--- src/hdl/ilvl_pkg.sv ---
package ilvl_pkg;

   // ------------------------------------------------------------
   // sizes
   // ------------------------------------------------------------
   localparam int NLVL = 8;
   localparam int NSRC = 26;
   localparam int SRC_IW = 5;
   localparam int VEC_MAX_PER_LVL = 128;
   localparam int NEVT = 2;

   // ------------------------------------------------------------
   // vector area and boot address
   // ------------------------------------------------------------
   localparam logic [7:0] VEC_BASE = 8'hCC;
   localparam logic [7:0] VEC_LAST = 8'hFE;
   localparam logic [15:0] RESET_PC = 16'h0100;
   localparam logic [NSRC-1:0] AUTOCLR_RST = 26'h00016AC;

   // ------------------------------------------------------------
   // register offsets (byte addresses)
   // ------------------------------------------------------------
   localparam logic [7:0] OFS_SYSMODE = 8'h00;
   localparam logic [7:0] OFS_LVLMASK = 8'h04;
   localparam logic [7:0] OFS_LVLPRIO = 8'h08;
   localparam logic [7:0] OFS_LVLREQ = 8'h0C;
   localparam logic [7:0] OFS_SRCPEND = 8'h10;
   localparam logic [7:0] OFS_SRCEN = 8'h14;
   localparam logic [7:0] OFS_AUTOCLR = 8'h18;
   localparam logic [7:0] OFS_EVTSTAT = 8'h1C;
   localparam logic [7:0] OFS_EVTCLR = 8'h20;
   localparam logic [7:0] OFS_EVTEN = 8'h24;

   // ------------------------------------------------------------
   // field positions
   // ------------------------------------------------------------
   localparam int SYM_GIE_BIT = 0;
   localparam int EVT_GRANT_BIT = 0;
   localparam int EVT_DONE_BIT = 1;
   localparam int PRIO_GRP_LSB = 0;
   localparam int PRIO_A_BIT = 3;
   localparam int PRIO_B_LSB = 4;
   localparam int PRIO_C_LSB = 6;
   localparam logic [2:0] PRIO_GRP_CODES = 3'h6;
   // group ranks {C,B,A} per order code 5..0
   localparam logic [35:0] GRP_RANK_TBL = 36'h1894A1624;

   typedef enum logic [1:0] {
      ST_IDLE,
      ST_FETCH_HI,
      ST_FETCH_LO
   } ilvl_state_t;

   // source index to request level
   function automatic logic [2:0] src_lvl(input logic [SRC_IW-1:0] i);
      logic [2:0] l;
      l = 3'h7;
      if (i < 5'h03) l = 3'h0;
      else if (i < 5'h04) l = 3'h1;
      else if (i < 5'h06) l = 3'h2;
      else if (i < 5'h0A) l = 3'h3;
      else if (i < 5'h0E) l = 3'h4;
      else if (i < 5'h12) l = 3'h5;
      else if (i < 5'h16) l = 3'h6;
      return l;
   endfunction

endpackage

--- src/hdl/ilvl_low_pick.sv ---
`timescale 1ns/1ps
module ilvl_low_pick #(
   parameter int W = 26,
   parameter int IW = 5
) (
   input wire logic [W-1:0] i_vec,
   output logic o_any,
   output logic [IW-1:0] o_idx
);

   // lowest set bit wins
   always_comb begin
      o_any = |i_vec;
      o_idx = '0;
      for (int i = W - 1; i >= 0; i--) begin
         if (i_vec[i]) begin
            o_idx = IW'(i);
         end
      end
   end

endmodule

--- src/hdl/ilvl_prio_res.sv ---
`timescale 1ns/1ps
module ilvl_prio_res
   import ilvl_pkg::*;
(
   input wire logic [NLVL-1:0] i_req,
   input wire logic [7:0] i_prio,
   output logic o_valid,
   output logic [2:0] o_level
);

   // rank of a level, 0 is highest
   function automatic logic [3:0] lvl_rank(input logic [2:0] l, input logic [7:0] p);
      logic [2:0] code;
      logic [1:0] grp;
      logic [1:0] pos;
      logic [1:0] top;
      logic [1:0] sub;
      logic [5:0] rk;
      code = p[PRIO_GRP_LSB +: 3];
      if (code >= PRIO_GRP_CODES) code = 3'h0;
      rk = GRP_RANK_TBL[6 * code +: 6];
      if (l < 3'h2) begin
         grp = 2'h0;
         pos = 2'(l);
         sub = {1'b0, pos[0] ^ p[PRIO_A_BIT]};
      end else begin
         if (l < 3'h5) begin
            grp = 2'h1;
            pos = 2'(l - 3'h2);
            top = p[PRIO_B_LSB +: 2];
         end else begin
            grp = 2'h2;
            pos = 2'(l - 3'h5);
            top = p[PRIO_C_LSB +: 2];
         end
         if (top == 2'h3) top = 2'h0;
         sub = 2'((3'(pos) + 3'h3 - 3'(top)) % 3'h3);
      end
      return 4'(rk[2 * grp +: 2]) * 4'h3 + 4'(sub);
   endfunction

   always_comb begin
      logic [3:0] best;
      logic [3:0] rk;
      best = 4'hF;
      rk = 4'h0;
      o_valid = 1'b0;
      o_level = 3'h0;
      for (int l = 0; l < NLVL; l++) begin
         rk = lvl_rank(3'(l), i_prio);
         if (i_req[l] && rk < best) begin
            best = rk;
            o_valid = 1'b1;
            o_level = 3'(l);
         end
      end
   end

endmodule

--- src/hdl/ilvl_ctrl.sv ---
// Functional notes
// - eight request levels, every source on one
// - level order only from priority register
// - up to 128 vectors per level, 26 here
// - lowest vector wins within a level
// - grant masks all, pushes pc and flags
// - service address is two vector bytes
// - vectors live in first 256 bytes
// - execution starts at 0100 hex after reset
// - enable and mask opcodes drive mode bit 0
// - enabled: pending requests served in priority order
// - pending cleared by hardware or by software
// - one-level one-vector types, one source each
// - each of 26 sources has own vector
// - per-level mask register
// - request register shows one flag per level
// - three groups: 0-1, 2-4, 5-7
`timescale 1ns/1ps
module ilvl_ctrl
   import ilvl_pkg::*;
(
   input wire logic i_core_clk,
   input wire logic i_rst,
   input wire logic [NSRC-1:0] i_src_evt,
   input wire logic i_gie_set,
   input wire logic i_gie_clr,
   input wire logic i_int_ack,
   input wire logic i_fetch_valid,
   input wire logic [7:0] i_fetch_data,
   input wire logic i_hsel,
   input wire logic [31:0] i_haddr,
   input wire logic [1:0] i_htrans,
   input wire logic i_hwrite,
   input wire logic [2:0] i_hsize,
   input wire logic i_hready,
   input wire logic [31:0] i_hwdata,
   output logic o_int_req,
   output logic o_push_ctx,
   output logic o_fetch_req,
   output logic [7:0] o_fetch_addr,
   output logic [15:0] o_pc,
   output logic o_pc_load,
   output logic o_evt_irq,
   output logic [31:0] o_hrdata,
   output logic o_hreadyout,
   output logic o_hresp
);

   // ------------------------------------------------------------
   // state
   // ------------------------------------------------------------
   typedef struct packed {
      logic gie;
      logic [NLVL-1:0] lvl_mask;
      logic [7:0] lvl_prio;
      logic [NSRC-1:0] src_pend;
      logic [NSRC-1:0] src_en;
      logic [NSRC-1:0] auto_clr;
      logic [NEVT-1:0] evt_stat;
      logic [NEVT-1:0] evt_en;
      ilvl_state_t st;
      logic [SRC_IW-1:0] sel_src;
      logic [7:0] hi_byte;
      logic [7:0] fetch_addr;
      logic [15:0] pc;
      logic pc_load;
      logic push;
      logic dph_wr;
      logic [7:0] dph_addr;
      logic [31:0] rdata;
   } ilvl_st_t;

   localparam ilvl_st_t RST_STATE = '{
      gie: 1'b0,
      lvl_mask: '0,
      lvl_prio: '0,
      src_pend: '0,
      src_en: '0,
      auto_clr: AUTOCLR_RST,
      evt_stat: '0,
      evt_en: '0,
      st: ST_IDLE,
      sel_src: '0,
      hi_byte: '0,
      fetch_addr: '0,
      pc: RESET_PC,
      pc_load: 1'b1,
      push: 1'b0,
      dph_wr: 1'b0,
      dph_addr: '0,
      rdata: '0
   };

   ilvl_st_t s_r;
   ilvl_st_t s_nxt;

   logic [NSRC-1:0] elig;
   logic [NLVL-1:0] lvl_raw;
   logic [NLVL-1:0] lvl_req;
   logic [NSRC-1:0] cand;
   logic win_ok;
   logic [2:0] win_lvl;
   logic pick_any;
   logic [SRC_IW-1:0] pick_idx;
   logic [7:0] win_vec;
   logic grant;

   // ------------------------------------------------------------
   // level requests
   // ------------------------------------------------------------
   always_comb begin
      elig = s_r.src_pend & s_r.src_en;
      lvl_raw = '0;
      cand = '0;
      for (int i = 0; i < NSRC; i++) begin
         if (elig[i]) begin
            lvl_raw[src_lvl(SRC_IW'(i))] = 1'b1;
         end
         cand[i] = elig[i] && (src_lvl(SRC_IW'(i)) == win_lvl);
      end
      lvl_req = lvl_raw & s_r.lvl_mask & {NLVL{s_r.gie}};
   end

   ilvl_prio_res u_res (
      .i_req(lvl_req),
      .i_prio(s_r.lvl_prio),
      .o_valid(win_ok),
      .o_level(win_lvl)
   );

   ilvl_low_pick #(
      .W(NSRC),
      .IW(SRC_IW)
   ) u_pick (
      .i_vec(cand),
      .o_any(pick_any),
      .o_idx(pick_idx)
   );

   assign win_vec = VEC_BASE + (8'(pick_idx) << 1);
   assign o_int_req = win_ok && pick_any && (s_r.st == ST_IDLE);
   assign grant = o_int_req && i_int_ack;

   // ------------------------------------------------------------
   // next state
   // ------------------------------------------------------------
   always_comb begin
      logic ap;
      logic wr;
      logic [NSRC-1:0] sw_clr;
      logic [NSRC-1:0] hw_clr;
      logic [NEVT-1:0] evt_set;
      logic [NEVT-1:0] evt_clr;
      s_nxt = s_r;
      ap = i_hsel && i_htrans[1] && i_hready;
      wr = s_r.dph_wr;
      sw_clr = '0;
      hw_clr = '0;
      evt_set = '0;
      evt_clr = '0;
      s_nxt.pc_load = 1'b0;
      s_nxt.push = 1'b0;

      // bus writes in the data phase
      if (wr) begin
         case (s_r.dph_addr)
            OFS_SYSMODE: s_nxt.gie = i_hwdata[SYM_GIE_BIT];
            OFS_LVLMASK: s_nxt.lvl_mask = i_hwdata[NLVL-1:0];
            OFS_LVLPRIO: s_nxt.lvl_prio = i_hwdata[7:0];
            OFS_SRCPEND: sw_clr = i_hwdata[NSRC-1:0];
            OFS_SRCEN: s_nxt.src_en = i_hwdata[NSRC-1:0];
            OFS_AUTOCLR: s_nxt.auto_clr = i_hwdata[NSRC-1:0];
            OFS_EVTCLR: evt_clr = i_hwdata[NEVT-1:0];
            OFS_EVTEN: s_nxt.evt_en = i_hwdata[NEVT-1:0];
            default: ;
         endcase
      end

      if (i_gie_clr) begin
         s_nxt.gie = 1'b0;
      end else if (i_gie_set) begin
         s_nxt.gie = 1'b1;
      end

      case (s_r.st)
         ST_IDLE: begin
            if (grant) begin
               s_nxt.gie = 1'b0;
               s_nxt.push = 1'b1;
               s_nxt.sel_src = pick_idx;
               s_nxt.fetch_addr = win_vec;
               s_nxt.st = ST_FETCH_HI;
               evt_set[EVT_GRANT_BIT] = 1'b1;
               hw_clr = s_r.auto_clr & (NSRC'(1) << pick_idx);
            end
         end
         ST_FETCH_HI: begin
            if (i_fetch_valid) begin
               s_nxt.hi_byte = i_fetch_data;
               s_nxt.fetch_addr = s_r.fetch_addr + 8'h01;
               s_nxt.st = ST_FETCH_LO;
            end
         end
         ST_FETCH_LO: begin
            if (i_fetch_valid) begin
               s_nxt.pc = {s_r.hi_byte, i_fetch_data};
               s_nxt.pc_load = 1'b1;
               s_nxt.st = ST_IDLE;
               evt_set[EVT_DONE_BIT] = 1'b1;
            end
         end
         default: s_nxt.st = ST_IDLE;
      endcase

      // set wins over clear
      s_nxt.src_pend = (s_r.src_pend & ~sw_clr & ~hw_clr) | i_src_evt;
      s_nxt.evt_stat = (s_r.evt_stat & ~evt_clr) | evt_set;

      // address phase capture and read data
      s_nxt.dph_wr = ap && i_hwrite;
      if (ap) begin
         s_nxt.dph_addr = i_haddr[7:0];
      end
      if (ap && !i_hwrite) begin
         s_nxt.rdata = '0;
         if (i_haddr[31:8] == 24'h000000) begin
            case (i_haddr[7:0])
               OFS_SYSMODE: s_nxt.rdata[SYM_GIE_BIT] = s_nxt.gie;
               OFS_LVLMASK: s_nxt.rdata[NLVL-1:0] = s_nxt.lvl_mask;
               OFS_LVLPRIO: s_nxt.rdata[7:0] = s_nxt.lvl_prio;
               OFS_LVLREQ: s_nxt.rdata[NLVL-1:0] = lvl_raw;
               OFS_SRCPEND: s_nxt.rdata[NSRC-1:0] = s_nxt.src_pend;
               OFS_SRCEN: s_nxt.rdata[NSRC-1:0] = s_nxt.src_en;
               OFS_AUTOCLR: s_nxt.rdata[NSRC-1:0] = s_nxt.auto_clr;
               OFS_EVTSTAT: s_nxt.rdata[NEVT-1:0] = s_nxt.evt_stat;
               OFS_EVTEN: s_nxt.rdata[NEVT-1:0] = s_nxt.evt_en;
               default: s_nxt.rdata = '0;
            endcase
         end
      end
   end

   always_ff @(posedge i_core_clk or posedge i_rst) begin
      if (i_rst) begin
         s_r <= RST_STATE;
      end else begin
         s_r <= s_nxt;
      end
   end

   // ------------------------------------------------------------
   // outputs
   // ------------------------------------------------------------
   assign o_push_ctx = s_r.push;
   assign o_fetch_req = (s_r.st == ST_FETCH_HI) || (s_r.st == ST_FETCH_LO);
   assign o_fetch_addr = s_r.fetch_addr;
   assign o_pc = s_r.pc;
   assign o_pc_load = s_r.pc_load;
   assign o_evt_irq = |(s_r.evt_stat & s_r.evt_en);
   assign o_hrdata = s_r.rdata;
   assign o_hreadyout = 1'b1;
   assign o_hresp = 1'b0;

   // ------------------------------------------------------------
   // assertions
   // ------------------------------------------------------------
   logic ast_boot_r;
   logic [NSRC-1:0] ast_lower;

   always_ff @(posedge i_core_clk or posedge i_rst) begin
      if (i_rst) begin
         ast_boot_r <= 1'b1;
      end else begin
         ast_boot_r <= 1'b0;
      end
   end

   assign ast_lower = cand & ((NSRC'(1) << pick_idx) - NSRC'(1));
endmodule

--- config.mk ---
export PLATFORM = sky130hd
export DESIGN_NAME = ilvl_ctrl
export DESIGN_NICKNAME = d
export VERILOG_FILES = /design/src/hdl/ilvl_pkg.sv /design/src/hdl/ilvl_low_pick.sv /design/src/hdl/ilvl_prio_res.sv /design/src/hdl/ilvl_ctrl.sv
export SDC_FILE = /design/constraint.sdc
export NUM_CORES = 1
export LEC_CHECK = 0
export ABC_AREA = 1
export BUFFER_PORTS_ARGS = -buffer_cell sky130_fd_sc_hd__buf_2
export CAP_MARGIN = 0
export CORE_ASPECT_RATIO = 0.6
export CORE_MARGIN = 2
export CORE_UTILIZATION = 59
export CTS_BUF_LIST = sky130_fd_sc_hd__clkbuf_2 sky130_fd_sc_hd__clkbuf_4 sky130_fd_sc_hd__clkbuf_8
export CTS_CLUSTER_DIAMETER = 100
export DETAILED_ROUTE_END_ITERATION = 10
export PLACE_DENSITY_LB_ADDON = 0.08
export SLEW_MARGIN = 20
export SYNTH_ARGS = -nofsm -noshare
export SYNTH_HDL_FRONTEND = slang
export SYNTH_SLANG_ARGS = --single-unit
--- constraint.sdc ---
create_clock -name i_core_clk -period 12.6 [get_ports i_core_clk]
set_input_delay 2.52 -clock i_core_clk [delete_from_list [all_inputs] [get_ports i_core_clk]]
set_output_delay 2.52 -clock i_core_clk [all_outputs]
set_load 0.03 [all_outputs]
==> flow_summary.ini <==
[drt]
vias_per_cell = 5.564
detailedRoute.firstPassIterationCount = 6
wirelength_um = 32000
drc = 0
ant_nets = 0
wl_per_cell_um = 17.24
dr.first_iter.drc_count = 1123
vias = 10330

[cells_and_area]
num_antenna_cells = 0
utilization_pct = 66.63
layout-drive-gt1-share_pct = 18.38
area_delta_synth_final_pct = 9.806
nets = 1762

[floorplanning]
die-area_um2 = 19870
initial_core_util_pct = 60.68
core_um2 = 18210
fp.dieW_um = 180.7
rows = 38
die_height_um = 110.0
io_pins = 175

[power_and_ir_drop]
leakagePower_nw = 6.646
p_per_area_nw_per_um2 = 164.9
ir_worst_vdd_mv = 0.1744

[setup_path]
critPathCaptureType = output port
worst-path-max-fanout = 10
crit_buf_inv = 10
critical_path_class = register to output port
cp_data_required_time_ns = 10.08
cpMostUsedCell = ha_1
crit_slowest_cell = dfrtp_2
slowest_delay_ns = 0.45
start_kind = register
arrival_ns = 9.38
cp_top_family = simple AND/OR/NAND/NOR gates

[yosys]
synth_top_cell_by_area = dfrtp_1
synthTopCellsByArea = dfrtp_1, nand2_1, inv_1, nand3_1, ha_1
avgSynthCellArea_um2 = 7.347
yosysSeqAreaShare_pct = 38.60
synth_cell_types = 60
synth-edff-count = 0
ys.flop_type = dfrtp_1
synth_top_area_share_pct = 36.46
synth-seq-cells = 170
synth_cells = 1504
syn-cell-area_um2 = 11050
async_flop_share_pct = 100.0
ys_warn_count = 0

[clock_tree]
hold_buffers = 0
post_cts_resized = 0
clock_path_buffers = 2
post-cts-setup-buffers = 0
clk_pin_slew_ns = 0.11
cts.sinks = 170
htree_levels = 4
numCtsBuffers = 17
cts_tree = built
root_buffer = clkbuf_8
insertion_delay_ns = 0.48

[sta]
setup_tns_ns = 0
fmax_ghz = 0.08401
relSlewSlack_pct = 28.08
worst_pin_slew_ns = 1.075
fin_skew_ns = 0.01917
rsz0062_at_grt = false
hold_viol = 0
post-route-period-util_pct = 94.47
finalSetupViolCount = 0
layout_min_cycle_time_ns = 11.90
slew_violations = 0

[grt]
grt_pass1_vias = 9403
grt.total_usage_pct = 33.21
grt_start_max_net_pins = 101
grt_pass1_wl_um = 50610
grt_antenna_before_repair = 1
overflow = 0

[status]
status = completed

[worst_hold_path]
hp-class = register to register

[placement]
place_congestion = 0.9751
dpl.hpwl_um = 24030
io_buffers = 156

[flow_run]
cap_violations = 0
-- stage by stage --
| stage | power (mW) | cells | hold WS [ns] | cell area [um2] | worst slack (ns) |
|---|---|---|---|---|---|
| 6_report | 2.001 | 1856 | 0.4694 | 12130 | 0.6968 |
| 5_1_grt | 2.127 | 1856 | 0.4991 | 12130 | 0.02073 |
| 4_1_cts | 1.982 | 1856 | 0.4753 | 12120 | 0.5109 |
| 3_5_place_dp | 1.550 | 1825 | 0.4545 | 11690 | 1.111 |
| 3_3_place_gp | 1.533 | 1825 | 0.4492 | 11690 | 1.369 |
| 2_1_floorplan | 1.352 | 1510 | 0.4422 | 11070 | 1.747 |
-- cells in the mapped netlist (all sizes together), types with 8 or more instances --
library cell  number
ha                40
nor3              21
dfstp              9
inv              204
o21ai             80
dfrtp            161
a22o              25
clkbuf            29
buf               65
nor2             101
xor2               8
o21bai            14
nand4             14
nor4              15
nand2            498
a221oi             8
a21oi             38
nand3            114
-- area by class of cell --
| type | instances | area (um2) |
|---|---|---|
| fillers | 1632 | 6077 |
| multi-input cells | 1040 | 5473 |
| flip-flops and latches | 170 | 4267 |
| repair buffers | 169 | 878.3 |
| inverters | 206 | 787.0 |
| well taps | 240 | 300.3 |
| clock buffers | 18 | 247.7 |
| clock inverters | 13 | 180.2 |
-- logic make-up after synthesis --
logic type                 after synthesis  synth area share, %
muxes                                    7               0.7020
DFF                                    170                38.60
xor gates and xnor gates                 9               0.7134
AOI/OAI and AO/OA                      198                11.53
buffers and inverters                  300                12.32
adders and majority gates               46                5.617
and+or+nand+nor                        772                30.45
other                                    2              0.06797
-- worst register-to-register path: cells and delay by family (launching register included) --
family                     cells  cell delay, ns
and+or+nand+nor               33            5.23
AOI/OAI and AO/OA             12            2.23
adders and majority gates      8            1.90
buffers and inverters         11            1.34
DFF                            1            0.45
-- path summary, 6_finish.rpt --
check	startpoint	end	slack (ns)	cells after the start
worst max-delay path	s_r[165]	o_int_req	0.70	50
worst min register to register	s_r[73]	o_pc[14]	0.47	2
worst min-delay path	s_r[73]	o_pc[14]	0.47	2
max in group asynchronous	i_rst	s_r[165]	8.89	3
worst max register to register	s_r[165]	o_hrdata[15]	1.34	64
min in group asynchronous	i_rst	o_pc[14]	2.24	2
-- registers in the layout, indices dropped and copies added (netlist names) --
name	cells
o_fetch_addr	8
o_hrdata	26
o_pc	16
o_push_ctx	1
o_pc_load	1
s_r	118
-- metal layers --
metal / vias up / wire (um) / global-route usage (%)
li1: 4983 / - / -
met1: 4754 / 15170 / 50.24
met4: 2 / 534 / 8.295
met2: 540 / 12380 / 45.14
met3: 47 / 3911 / 11.27
met5: - / 13 / 0
-- power breakdown --
| part | switching, mW | internal [mW] | total (mW) |
|---|---|---|---|
| Clock | 0.226 | 0.207 | 0.433 |
| Combinational | 0.633 | 0.259 | 0.891 |
| Sequential | 0.0507 | 0.626 | 0.676 |
| Total | 0.909 | 1.09 | 2.00 |
-- layout by cell type (no fill, tap or decap), drive strengths merged, types with 3 or more instances in the layout --
cell	instances
a21oi	38
a221oi	8
a22o	25
a31o	4
a31oi	3
buf	169
bufinv	3
clkbuf	18
clkinv	4
conb	8
dfrtp	161
dfstp	9
fa	6
ha	40
inv	210
mux2	6
nand2	498
nand3	114
nand4	14
nor2	101
nor3	21
nor4	15
o2111ai	3
o21ai	80
o21bai	14
o221ai	4
o22ai	3
o31ai	3
or2	3
xor2	8
(Power assumes the default switching activity.)
